**src/hdl/cbg_pkg.sv**
```systemverilog
// cbg_pkg: constants and types shared by the charge bar-graph display block
// assumes a 250 MHz clock; all times are converted to cycles here
package cbg_pkg;
    // ==========================================================
    // clock and timing
    localparam int CLK_MHZ = 250;
    localparam int DISPLAY_REQUEST_INPUT_TIME_MS = 4000;
    localparam int DISPLAY_REQUEST_INPUT_CYCLES_DEF = DISPLAY_REQUEST_INPUT_TIME_MS * 1000 * CLK_MHZ;
    localparam int BLINK_HALF_MS = 250;
    localparam int BLINK_CYCLES_DEF = BLINK_HALF_MS * 1000 * CLK_MHZ;
    localparam int STEP_MS = 100;
    localparam int STEP_CYCLES_DEF = STEP_MS * 1000 * CLK_MHZ;
    localparam int CNT_W = 32;

    // ==========================================================
    // register map, index addresses on the plain register port
    localparam int ADDR_W = 4;
    localparam logic [ADDR_W-1:0] ADDR_PACK_CFG = 4'h0;
    localparam logic [ADDR_W-1:0] ADDR_LED_DELAY = 4'h1;
    localparam logic [ADDR_W-1:0] ADDR_SOC = 4'h2;
    localparam logic [ADDR_W-1:0] ADDR_STATUS = 4'h3;
    localparam logic [ADDR_W-1:0] ADDR_LED_CNT = 4'h4;
    localparam logic [7:0] PACK_CFG_ADDR = 8'h28;

    // pack configuration fields
    localparam int CFG_REFSEL_BIT = 0;
    localparam int CFG_LEDSEL_LO = 1;
    localparam logic [7:0] PACK_CFG_RST = 8'h00;
    localparam logic [7:0] LED_DELAY_RST = 8'h00;

    // segment count select
    localparam logic [1:0] LEDSEL_FIVE = 2'h0;
    localparam logic [1:0] LEDSEL_FOUR = 2'h1;
    localparam logic [1:0] LEDSEL_THREE = 2'h2;

    localparam int SEG_N = 5;
    localparam logic [2:0] SEG_MAX = 3'h5;

    // thresholds in percent
    localparam logic [6:0] P20 = 7'h14;
    localparam logic [6:0] P40 = 7'h28;
    localparam logic [6:0] P60 = 7'h3c;
    localparam logic [6:0] P80 = 7'h50;
    localparam logic [6:0] P25 = 7'h19;
    localparam logic [6:0] P50 = 7'h32;
    localparam logic [6:0] P75 = 7'h4b;
    localparam logic [6:0] P34 = 7'h22;
    localparam logic [6:0] P67 = 7'h43;

    typedef enum logic [1:0] {
        CBG_IDLE = 2'b00,
        CBG_SHOW = 2'b01,
        CBG_WAIT_HIGH = 2'b10
    } cbg_state_t;

    typedef struct packed {
        logic [15:0] remCap;
        logic [15:0] remCapAlarm;
        logic [6:0] relSoc;
        logic [6:0] absSoc;
        logic endOfDischarge;
    } cbg_gauge_t;
endpackage : cbg_pkg

```
**src/hdl/cbg_display.sv**
```systemverilog
// cbg_display: LED bar-graph controller of the fuel gauge
// assumes the request pin has an external pull-up and is synchronous to clk;
// relSoc and absSoc arrive from the gauge core, already in percent
//
// What this block does
// [RULE1] drives three, four or five segments, count chosen by configuration bits
// [RULE2] relative mode references full charge capacity, absolute mode design capacity
// [RULE3] reference-select bit in pack configuration byte picks absolute or relative
// [RULE4] falling request edge lights display and starts a four second timer
// [RULE5] request must go high then fall again; edges before timer expiry ignored
// [RULE6] end-of-discharge flag blanks all segments and blocks activation
// [RULE7] programmable delay between lighting successive segments; zero disables it
// [RULE8] blink active segments when remaining capacity is below alarm value
// [RULE9] each segment an equal share of relative or absolute state of charge
// [RULE10] five segments: thresholds at 20, 40, 60 and 80 percent
// [RULE11] four segments: thresholds at 25, 50 and 75 percent
// [RULE12] three segments: thresholds at 34 and 67 percent
// [RULE13] timer expiry blanks segments; blink rate is a fixed fraction of second
// [RULE14] sequencing lights from segment 1 up to the called-for count only
//
// The implementer's own choices: strobed register access and the placing of the registers.
`timescale 1ns/100ps
`default_nettype none
module cbg_display
    import cbg_pkg::*;
#(
    parameter int DISPLAY_REQUEST_INPUT_CYCLES = DISPLAY_REQUEST_INPUT_CYCLES_DEF,
    parameter int BLINK_CYCLES = BLINK_CYCLES_DEF,
    parameter int STEP_CYCLES = STEP_CYCLES_DEF
) (
    input wire logic clk,
    input wire logic rst,
    input wire logic displayRequestIn,
    input wire cbg_gauge_t gauge,
    input wire logic [ADDR_W-1:0] regAddr,
    input wire logic [7:0] regWdata,
    input wire logic regWr,
    input wire logic regRd,
    output logic [7:0] regRdata,
    output logic [SEG_N-1:0] ledOn
);
    // ==========================================================
    // state
    typedef struct packed {
        cbg_state_t fsm;
        logic [7:0] packCfg;
        logic [7:0] ledDelay;
        logic [CNT_W-1:0] dispCnt;
        logic [CNT_W-1:0] blinkCnt;
        logic blinkPhase;
        logic [CNT_W-1:0] stepCnt;
        logic [7:0] stepUnits;
        logic [2:0] litCnt;
        logic [SEG_N-1:0] led;
        logic [7:0] rdata;
    } cbg_st_t;
    cbg_st_t st_reg;
    cbg_st_t st_next;

    logic reqFall;
    logic reqLevel;
    logic [6:0] socSel;
    logic [2:0] target;
    logic refAbs;
    logic [1:0] ledSel;
    logic lowCap;
    logic [SEG_N-1:0] barMask;

    cbg_edge_det u_edge (
        .clk(clk),
        .rst(rst),
        .pin(displayRequestIn),
        .fall(reqFall),
        .level(reqLevel)
    );

    // ==========================================================
    // level selection
    assign refAbs = st_reg.packCfg[CFG_REFSEL_BIT]; // RULE3
    assign ledSel = st_reg.packCfg[CFG_LEDSEL_LO+1:CFG_LEDSEL_LO]; // RULE1
    // absolute soc is already scaled to design capacity by the gauge core
    assign socSel = refAbs ? gauge.absSoc : gauge.relSoc; // RULE2 RULE9
    assign lowCap = gauge.remCap < gauge.remCapAlarm; // RULE8

    cbg_level_map u_map (
        .soc(socSel),
        .ledSel(ledSel),
        .count(target)
    );

    genvar gi;
    generate
        for (gi = 0; gi < SEG_N; gi++) begin : g_mask
            assign barMask[gi] = (3'(gi) < st_reg.litCnt); // RULE14
        end
    endgenerate

    // ==========================================================
    // next-state logic
    always_comb begin
        st_next = st_reg;
        st_next.rdata = 8'h00;
        if (regWr) begin
            unique case (regAddr)
                ADDR_PACK_CFG: st_next.packCfg = regWdata;
                ADDR_LED_DELAY: st_next.ledDelay = regWdata;
                default: ;
            endcase
        end
        if (regRd) begin
            unique case (regAddr)
                ADDR_PACK_CFG: st_next.rdata = st_reg.packCfg;
                ADDR_LED_DELAY: st_next.rdata = st_reg.ledDelay;
                ADDR_SOC: st_next.rdata = {1'b0, socSel};
                ADDR_STATUS: st_next.rdata = {4'h0, lowCap, gauge.endOfDischarge,
                                              st_reg.fsm};
                ADDR_LED_CNT: st_next.rdata = {5'h00, st_reg.litCnt};
                default: st_next.rdata = 8'h00;
            endcase
        end

        // free-running blink timebase
        if (st_reg.blinkCnt >= CNT_W'(BLINK_CYCLES - 1)) begin // RULE13
            st_next.blinkCnt = '0;
            st_next.blinkPhase = ~st_reg.blinkPhase;
        end else begin
            st_next.blinkCnt = st_reg.blinkCnt + 1'b1;
        end

        unique case (st_reg.fsm)
            CBG_IDLE: begin
                st_next.litCnt = 3'h0;
                if (reqFall && !gauge.endOfDischarge) begin // RULE4 RULE6
                    st_next.fsm = CBG_SHOW;
                    st_next.dispCnt = '0;
                    st_next.stepCnt = '0;
                    st_next.stepUnits = 8'h00;
                    // sequencing starts at segment 1; zero delay lights all at once
                    st_next.litCnt = (st_reg.ledDelay == 8'h00) ? target : 3'h1; // RULE7
                end
            end
            CBG_SHOW: begin
                st_next.dispCnt = st_reg.dispCnt + 1'b1;
                if (st_reg.ledDelay == 8'h00) begin
                    st_next.litCnt = target; // RULE7
                end else if (st_reg.litCnt < target) begin
                    if (st_reg.stepCnt >= CNT_W'(STEP_CYCLES - 1)) begin
                        st_next.stepCnt = '0;
                        if (st_reg.stepUnits >= st_reg.ledDelay - 8'h01) begin
                            st_next.stepUnits = 8'h00;
                            st_next.litCnt = st_reg.litCnt + 3'h1; // RULE14
                        end else begin
                            st_next.stepUnits = st_reg.stepUnits + 8'h01;
                        end
                    end else begin
                        st_next.stepCnt = st_reg.stepCnt + 1'b1;
                    end
                end else begin
                    // soc dropped while shown: never exceed the called-for count
                    st_next.litCnt = target; // RULE14
                end
                if (st_reg.dispCnt >= CNT_W'(DISPLAY_REQUEST_INPUT_CYCLES - 1)) begin // RULE4
                    st_next.litCnt = 3'h0; // RULE13
                    st_next.fsm = reqLevel ? CBG_IDLE : CBG_WAIT_HIGH; // RULE5
                end
            end
            CBG_WAIT_HIGH: begin
                st_next.litCnt = 3'h0;
                if (reqLevel) st_next.fsm = CBG_IDLE; // RULE5
            end
            default: st_next.fsm = CBG_IDLE;
        endcase

        if (gauge.endOfDischarge) begin
            st_next.led = '0; // RULE6
        end else if (lowCap && st_next.blinkPhase) begin
            st_next.led = '0; // RULE8
        end else begin
            st_next.led = '0;
            for (int i = 0; i < SEG_N; i++) begin
                st_next.led[i] = (3'(i) < st_next.litCnt);
            end
        end
    end

    // ==========================================================
    // registers
    always_ff @(posedge clk) begin
        if (rst) begin
            st_reg.fsm <= CBG_IDLE;
            st_reg.packCfg <= PACK_CFG_RST;
            st_reg.ledDelay <= LED_DELAY_RST;
            st_reg.dispCnt <= '0;
            st_reg.blinkCnt <= '0;
            st_reg.blinkPhase <= 1'b0;
            st_reg.stepCnt <= '0;
            st_reg.stepUnits <= 8'h00;
            st_reg.litCnt <= 3'h0;
            st_reg.led <= '0;
            st_reg.rdata <= 8'h00;
        end else begin
            st_reg <= st_next;
        end
    end

    assign ledOn = st_reg.led;
    assign regRdata = st_reg.rdata;
endmodule : cbg_display
`default_nettype wire

```
**src/hdl/cbg_edge_det.sv**
```systemverilog
// cbg_edge_det: falling-edge detector for the request pin
// assumes the pin is already synchronous to clk
`timescale 1ns/100ps
`default_nettype none
module cbg_edge_det
    import cbg_pkg::*;
(
    input wire logic clk,
    input wire logic rst,
    input wire logic pin,
    output logic fall,
    output logic level
);
    typedef struct packed {
        logic prev;
    } cbg_edge_st_t;
    cbg_edge_st_t st_reg;
    cbg_edge_st_t st_next;

    always_comb begin
        st_next = st_reg;
        st_next.prev = pin;
    end

    // idle-high reset, so a button held low through reset is seen as an edge once reset ends
    always_ff @(posedge clk) begin
        if (rst) begin
            st_reg.prev <= 1'b1;
        end else begin
            st_reg <= st_next;
        end
    end

    assign fall = st_reg.prev & ~pin;
    assign level = pin;
endmodule : cbg_edge_det
`default_nettype wire

```
**src/hdl/cbg_level_map.sv**
```systemverilog
// cbg_level_map: state of charge to lit-segment count
// pure combinational; soc is a percentage 0..100
`timescale 1ns/100ps
`default_nettype none
module cbg_level_map
    import cbg_pkg::*;
(
    input wire logic [6:0] soc,
    input wire logic [1:0] ledSel,
    output logic [2:0] count
);
    always_comb begin
        count = 3'h1;
        unique case (ledSel)
            LEDSEL_FOUR: begin
                if (soc >= P75) count = 3'h4; // RULE11
                else if (soc >= P50) count = 3'h3;
                else if (soc >= P25) count = 3'h2;
            end
            LEDSEL_THREE: begin
                if (soc >= P67) count = 3'h3; // RULE12
                else if (soc >= P34) count = 3'h2;
            end
            default: begin
                if (soc >= P80) count = 3'h5; // RULE10
                else if (soc >= P60) count = 3'h4;
                else if (soc >= P40) count = 3'h3;
                else if (soc >= P20) count = 3'h2;
            end
        endcase
    end
endmodule : cbg_level_map
`default_nettype wire

```
**config.mk**
```make
export PLATFORM = sky130hd
export DESIGN_NAME = cbg_display
export DESIGN_NICKNAME = d
export VERILOG_FILES = /design/src/hdl/cbg_pkg.sv /design/src/hdl/cbg_display.sv /design/src/hdl/cbg_edge_det.sv /design/src/hdl/cbg_level_map.sv
export SDC_FILE = /design/constraint.sdc
export NUM_CORES = 1
export LEC_CHECK = 0
export ABC_AREA = 1
export BUFFER_PORTS_ARGS = -buffer_cell sky130_fd_sc_hd__buf_2
export CAP_MARGIN = 20
export CORE_MARGIN = 2
export CORE_UTILIZATION = 56
export CTS_BUF_LIST = sky130_fd_sc_hd__clkbuf_8
export CTS_CLUSTER_DIAMETER = 80
export CTS_CLUSTER_SIZE = 14
export DETAILED_ROUTE_END_ITERATION = 16
export GPL_TIMING_DRIVEN = 0
export PLACE_DENSITY = 0.79
export SLEW_MARGIN = 10
export SYNTH_ARGS = -nofsm -noshare
export SYNTH_HDL_FRONTEND = slang
export SYNTH_SLANG_ARGS = --single-unit
```
**constraint.sdc**
```tcl
create_clock -name clk -period 2.8 [get_ports clk]
set_input_delay 0.14 -clock clk [delete_from_list [all_inputs] [get_ports clk]]
set_output_delay 0.14 -clock clk [all_outputs]
set_load 0.01 [all_outputs]
```
==> out/metrics.yaml, run 1 <==
rsz0062_at_grt: "yes"
pre_cts_ws_ns: -0.316
yosys.area.top_type: "dfxtp_1"
cts_tree: "built"
ys_warn_count: 0
p_leak_nw: 4.08
grt_max_degree: 17
nets: 1394
synth_compound_area_share_pct: 14.3
worst-path-buf-inv: 5
path_max_fanout: 7
synth_area_leaders: "dfxtp_1 35%, nand2_1 11%, inv_1 8.4%"
slew_viol_final: 0
dp_cells: 1419
vias_per_cell: 5.41
layoutNonFillerInstCount: 1489
synth_xor_area_share_pct: 2.97
path_clk_slew_ns: 0.09
setup_viol: 7
diodes: 0
clockBufferDepth: 2
required_ns: 3.20
synth-main-ff-cell: "dfxtp_1"
yosys_register_bits: 140
async_reset_ff_share_pct: 0
max_freq_mhz: 351
final_layout_size_suffix_gt1_share_pct: 20.0
start_util_pct: 57.3
grt_pass1_vias: 6876
seq_area_sq_um: 2810
most-common-layout-cells: "213 x nand2_1, 173 x inv_1, 135 x dfxtp_1, 111 x nor2_1, 85 x a21oi_1"
yosysTopAreaCellShare_pct: 35.3
worst-path-stages: 15
grt_pass1_wl_mm: 29.8
io-pin-count: 77
path_cells: "inv_6 -> buf_8 -> o21ai_1 -> a31oi_2 -> a31oi_2 -> ha_1 -> nand2_1 -> inv_2 -> nand2_4 -> nand2_4 -> a21boi_4 -> buf_6 -> buf_8 -> o2111ai_1 -> o21ai_2"
area_growth_pct: 22.9
yosysUniqueCellTypes: 52
layout_commonest_cell: "nand2_1"
core_area_sq_um: 13900
slew_headroom_pct: 33.5
wirelength_mm: 20.4
cts_buffers: 17
dp_hpwl_mm: 13.6
root_buffer: "clkbuf_8"
synth_top_family_by_area: "simple AND/OR/NAND/NOR gates"
synthAdderAreaFrac_pct: 5.35
netlist_area_sq_um: 7950
cts_sinks: 140
drt_iter0_drc: 507
drcViolationCount: 0
critPathKind: "flop to flop"
synthesis.instances: 1160
period_share_pct: 102
min_period_ns: 2.85
hold_path.class: "input pin to flop"
tightestPinTransition_ns: 0.990
grt_overflow: 0
dieWidth_um: 123
worst_setup_path_start_kind: "flop"
firstDrtPassIters: 8
dpl-instance-area_sq_um: 8560
largest_reg_flops: 123
drtAntennaViolNets: 0
cp-end-kind: "flop"
ff2ff_path_depth: 15
max-cap-violations: 0
syn_avg_cell_area_sq_um: 6.85
synth_simple_gate_area_share_pct: 30.6
layout_setup_ws_ns: -0.0453
gp_congestion: 0.889
critPathCapture: "st_reg[21]$_SDFFE_PP0P_"
synth_mux_area_share_pct: 0
die_h_um: 123
crit_arrival_ns: 3.25
vdd_ir_drop_max_v: 0.000492
fillers: 1106
grt_usage_pct: 24.3
port_buffers: 74
path_delay_family: "compound AO/OA/AOI/OAI gates"
fin_skew_ns: 0.0180
design_area_sq_um: 9770
dieArea_sq_um: 15200
cts_max_level: 4
synth-edff-count: 0
rr_endpoint: "st_reg[21]$_SDFFE_PP0P_"
multiInputGateArea_sq_um: 4630
powerDensity_nw_per_um2: 448
rr_startpoint: "refAbs$_SDFFE_PP0P_"
slowest_stage: "dfxtp_4"
startpoint: "refAbs$_SDFFE_PP0P_"
antenna_found_initial: 0
hold_violations: 0
violations: "negative setup slack"
status: "complete, but fails checks"
vias: 8054
ys_seq_area_share_pct: 35.3
critPathMaxStageDelay_ns: 0.42
rows: 43
wire_per_inst_um: 13.7
insertion_delay_ns: 0.47
r2r_slack_ns: -0.05
[final cells by class]
type,count,share of cell area [%]
Multi-Input combinational cell,807,47.4
Sequential cell,140,28.8
Timing Repair Buffer,112,7.54
Inverter,180,7.04
Buffer,38,2.69
Clock buffer,17,2.40
Tap cell,180,2.31
Clock inverter,15,1.84
[power breakdown]
| group | total, mW | internal (mW) | leakage [nW] | switching (mW) |
|---|---|---|---|---|
| combinational | 0.621 | 0.251 | 2.74 | 0.370 |
| sequential | 2.04 | 2.02 | 1.14 | 0.0250 |
| clock | 1.72 | 0.827 | 0.201 | 0.892 |
[Yosys cell counts (all sizes together) (2+ instances only)]
master  instances
nand2         246
inv           180
dfxtp         140
nor2          122
a21oi          92
nand3          68
o21ai          68
nor3           44
ha             34
nand4          27
buf            22
xor2           20
clkbuf         16
nor4           12
nor3b          10
xnor2           7
a22oi           6
o22ai           5
a221oi          4
a31oi           4
o21a            4
a211oi          3
nand3b          3
o31ai           3
or2             3
a21boi          2
a41oi           2
and3            2
o21bai          2
[what timing repair did]
action | 4_1_cts | 5_1_grt
cloned | 0 | 4
hold buffers | 9 | 0
resized for setup | 18 | 103
endpoints found under the hold margin | 12 | 0
pin swaps | 2 | 37
setup buffers | 2 | 23
endpoints found under the setup margin | 48 | 58
[routing by layer]
metal | GRT usage [%] | vias up | wire, um
met5 | 0 | - | 0
met4 | 9.02 | 0 | 568
met3 | 4.15 | 58 | 1080
met2 | 42.6 | 264 | 9940
met1 | 29.6 | 3672 | 8760
li1 | - | 4060 | -
[worst min-delay path: stages]
cell and delay (ns):
buf_2 0.11, o21ai_0 0.09, a21oi_1 0.12
[worst min-delay path by stage]
stage,depth (start not counted),startpoint,slack [ns],endpoint
final,3,regWdata[2],0.03,ledSel[1]$_SDFFE_PP0P_
after global routing,3,regWr,0.04,st_reg[135]$_SDFFE_PP0P_
after CTS,3,regWdata[2],0.01,ledSel[1]$_SDFFE_PP0P_
after detailed placement,3,regRd,0.37,regRdata[4]$_SDFF_PP0_
after global placement,3,regRd,0.39,regRdata[4]$_SDFF_PP0_
after floorplan,2,regRd,0.27,regRdata[4]$_SDFF_PP0_
[per-stage QoR]
step	power [mW]	hold WS (ns)	setup TNS [ns]	util (%)
after detailed placement	2.55	0.375	-10.18	61.7
after global routing	4.53	0.0401	-5.21	70.4
after global placement	2.54	0.392	-7.80	61.7
final	4.38	0.0311	-0.0939	70.4
after CTS	4.27	0.0118	-0.00672	65.9
after floorplan	2.40	0.269	0	-
[cell families (layout without fill, tap and decap cells)]
logic type               count (synthesis)  in the layout
XOR/XNOR                                27             27
adder cells (fa/ha/maj)                 34             34
AND/OR/NAND/NOR                        538            538
buffers and inverters                  218            362
other                                    1              6
flip-flops                             140            140
AO/OA/AOI/OAI                          202            202
(Power assumes the default switching activity.)
==> run 2: changes to the inputs <==
- CORE_UTILIZATION: 56 -> 45
- CTS_CLUSTER_DIAMETER: 80 -> 120
- PLACE_DENSITY: 0.79 -> 0.66
==> run 2 against run 1 <==
Compared with the run above:
- the flow still finishes with violations (negative setup slack)
- via count down 2.5%
- combinational power about the same
- clock skew down 0.0074 ns
- global-route usage down 3.8 points
==> out/metrics.yaml, run 2 (synthesis results as in run 1) <==
ff2ff_path_depth: 18
core_area_sq_um: 17300
vias_per_cell: 5.10
min_period_ns: 2.81
slew_viol_final: 0
gp_congestion: 0.886
port_buffers: 74
crit_arrival_ns: 3.16
dp_hpwl_mm: 13.8
diodes: 0
rr_startpoint: "refAbs$_SDFFE_PP0P_"
fin_skew_ns: 0.0106
status: "complete, but fails checks"
dieArea_sq_um: 18700
p_comb_share_pct: 14.5
period_share_pct: 100
max_freq_mhz: 356
die_h_um: 137
drtAntennaViolNets: 0
grt_overflow: 0
slowest_stage: "dfxtp_4"
layout_setup_ws_ns: -0.0116
dieWidth_um: 137
crit_top_cell: "nand2_4"
required_ns: 3.14
hold_depth: 3
drt_iter0_drc: 540
internal-power_mw: 3.02
layout_commonest_cell: "nand2_1"
cts_tree: "built"
critPathMaxStageDelay_ns: 0.42
grt_pass1_wl_mm: 31.0
worst_setup_path_start_kind: "flop"
io-pin-count: 77
fin_tns_setup_ns: -0.0158
clockBufferDepth: 2
vias: 7854
firstDrtPassIters: 5
tightestPinTransition_ns: 0.981
setup_viol: 3
rsz0062_at_grt: "yes"
slew_headroom_pct: 34.1
whs_endpoint: "st_reg[121]$_SDFFE_PP0P_"
grt_usage_pct: 20.4
root_buffer: "clkbuf_8"
cts_max_level: 4
cp-end-kind: "flop"
powerDensity_nw_per_um2: 432
worstHoldStart: "regWdata[0]"
p_total_mw: 4.27
p_sw_share_pct: 29.3
rows: 48
clockPowerShare_pct: 37.8
seq_power_share_pct: 47.7
insertion_delay_ns: 0.45
p_leak_nw: 4.14
cts_buffers: 17
area_growth_pct: 24.3
path_max_fanout: 9
violations: "negative setup slack"
antenna_found_initial: 0
critPathKind: "flop to flop"
largest_reg_flops: 123
drcViolationCount: 0
final_core_util_pct: 57.1
path_cells: "inv_6 -> buf_4 -> nand2_2 -> nand2_4 -> o21ai_2 -> nand2_2 -> nor2_2 -> nand2_1 -> a21oi_2 -> a31oi_2 -> ha_2 -> a21oi_4 -> nand2_4 -> a21boi_4 -> nand2_4 -> nand2_8 -> inv_8 -> and3_1"
vdd_ir_drop_max_v: 0.000330
max-cap-violations: 0
r2r_slack_ns: -0.01
wire_per_inst_um: 12.7
switchingPower_mw: 1.25
grt_max_degree: 17
final_layout_size_suffix_gt1_share_pct: 21.3
cts_sinks: 140
most-common-layout-cells: "209 x nand2_1, 174 x inv_1, 137 x dfxtp_1, 105 x nor2_1, 82 x a21oi_1"
pre_cts_ws_ns: -0.330
hold_violations: 0
wirelength_mm: 19.5
path_clk_slew_ns: 0.08
grt_pass1_vias: 6714
start_util_pct: 46.0
rr_endpoint: "st_reg[33]$_SDFFE_PP0P_"
hold_slack_ns: 0.0218
nets: 1399
hold_path.class: "input pin to flop"
-- run 2: final cells by class --
| cell class | count | area, sq um |
|---|---|---|
| repair buffers | 117 | 787 |
| clock inverters | 14 | 135 |
| plain buffers | 38 | 264 |
| clock buffers | 18 | 248 |
| well taps | 225 | 282 |
| multi-input cells | 807 | 4670 |
| inverters | 180 | 688 |
| fillers | 1654 | 7420 |
| flip-flops and latches | 140 | 2810 |
-- run 2: repair_timing --
item	CTS	global route
gates cloned	0	6
endpoints found under the hold margin	10	0
hold buffers	8	0
pin swaps	4	32
setup endpoints to repair	48	59
resized for setup	15	124
setup buffers	1	28
-- run 2: worst max path at each step --
stage	start	cells after the start	slack [ns]	end
floorplan	refAbs$_SDFFE_PP0P_	18	0.21	st_reg[33]$_SDFFE_PP0P_
global placement	refAbs$_SDFFE_PP0P_	18	-0.29	st_reg[33]$_SDFFE_PP0P_
detailed placement	refAbs$_SDFFE_PP0P_	18	-0.33	st_reg[33]$_SDFFE_PP0P_
CTS	refAbs$_SDFFE_PP0P_	21	0.007	st_reg[17]$_SDFFE_PP0P_
global route	refAbs$_SDFFE_PP0P_	18	-0.16	st_reg[33]$_SDFFE_PP0P_
finish	refAbs$_SDFFE_PP0P_	18	-0.01	st_reg[33]$_SDFFE_PP0P_
-- run 2: critical path, delay by kind of cell (launching register included) --
kind	cells	cell delay, ns
buffers and inverters	3	0.28
adder cells (fa/ha/maj)	1	0.21
AND/OR/NAND/NOR	9	0.96
AO/OA/AOI/OAI	5	0.81
flip-flops	1	0.42
-- run 2: layer usage --
layer  global-route usage [%]  part of all wire [%]  wire length, um  vias to the layer above
li1                         -                     -                -                     4080
met1                     28.7                    48             9460                     3557
met2                     32.1                    45             8800                      185
met3                     3.44                   5.1              992                       32
met4                     6.19                   1.4              273                        0
met5                        0                     0                0                        -
-- run 2: per-stage QoR --
stage / std cells / area, sq um
after floorplan: 1165 / 7970
after global placement: 1464 / 8620
final: 1539 / 9880
after global routing: 1539 / 9880
after CTS: 1505 / 9150
after detailed placement: 1464 / 8620
-- run 2: power by group through the flow --
stage	sequential [mW]	combinational, mW	clock [mW]
2_1_floorplan	2.08	0.321	0
3_3_place_gp	2.09	0.464	0
3_5_place_dp	2.09	0.469	0
4_1_cts	2.04	0.493	1.64
5_1_grt	2.04	0.687	1.73
6_report	2.04	0.619	1.61
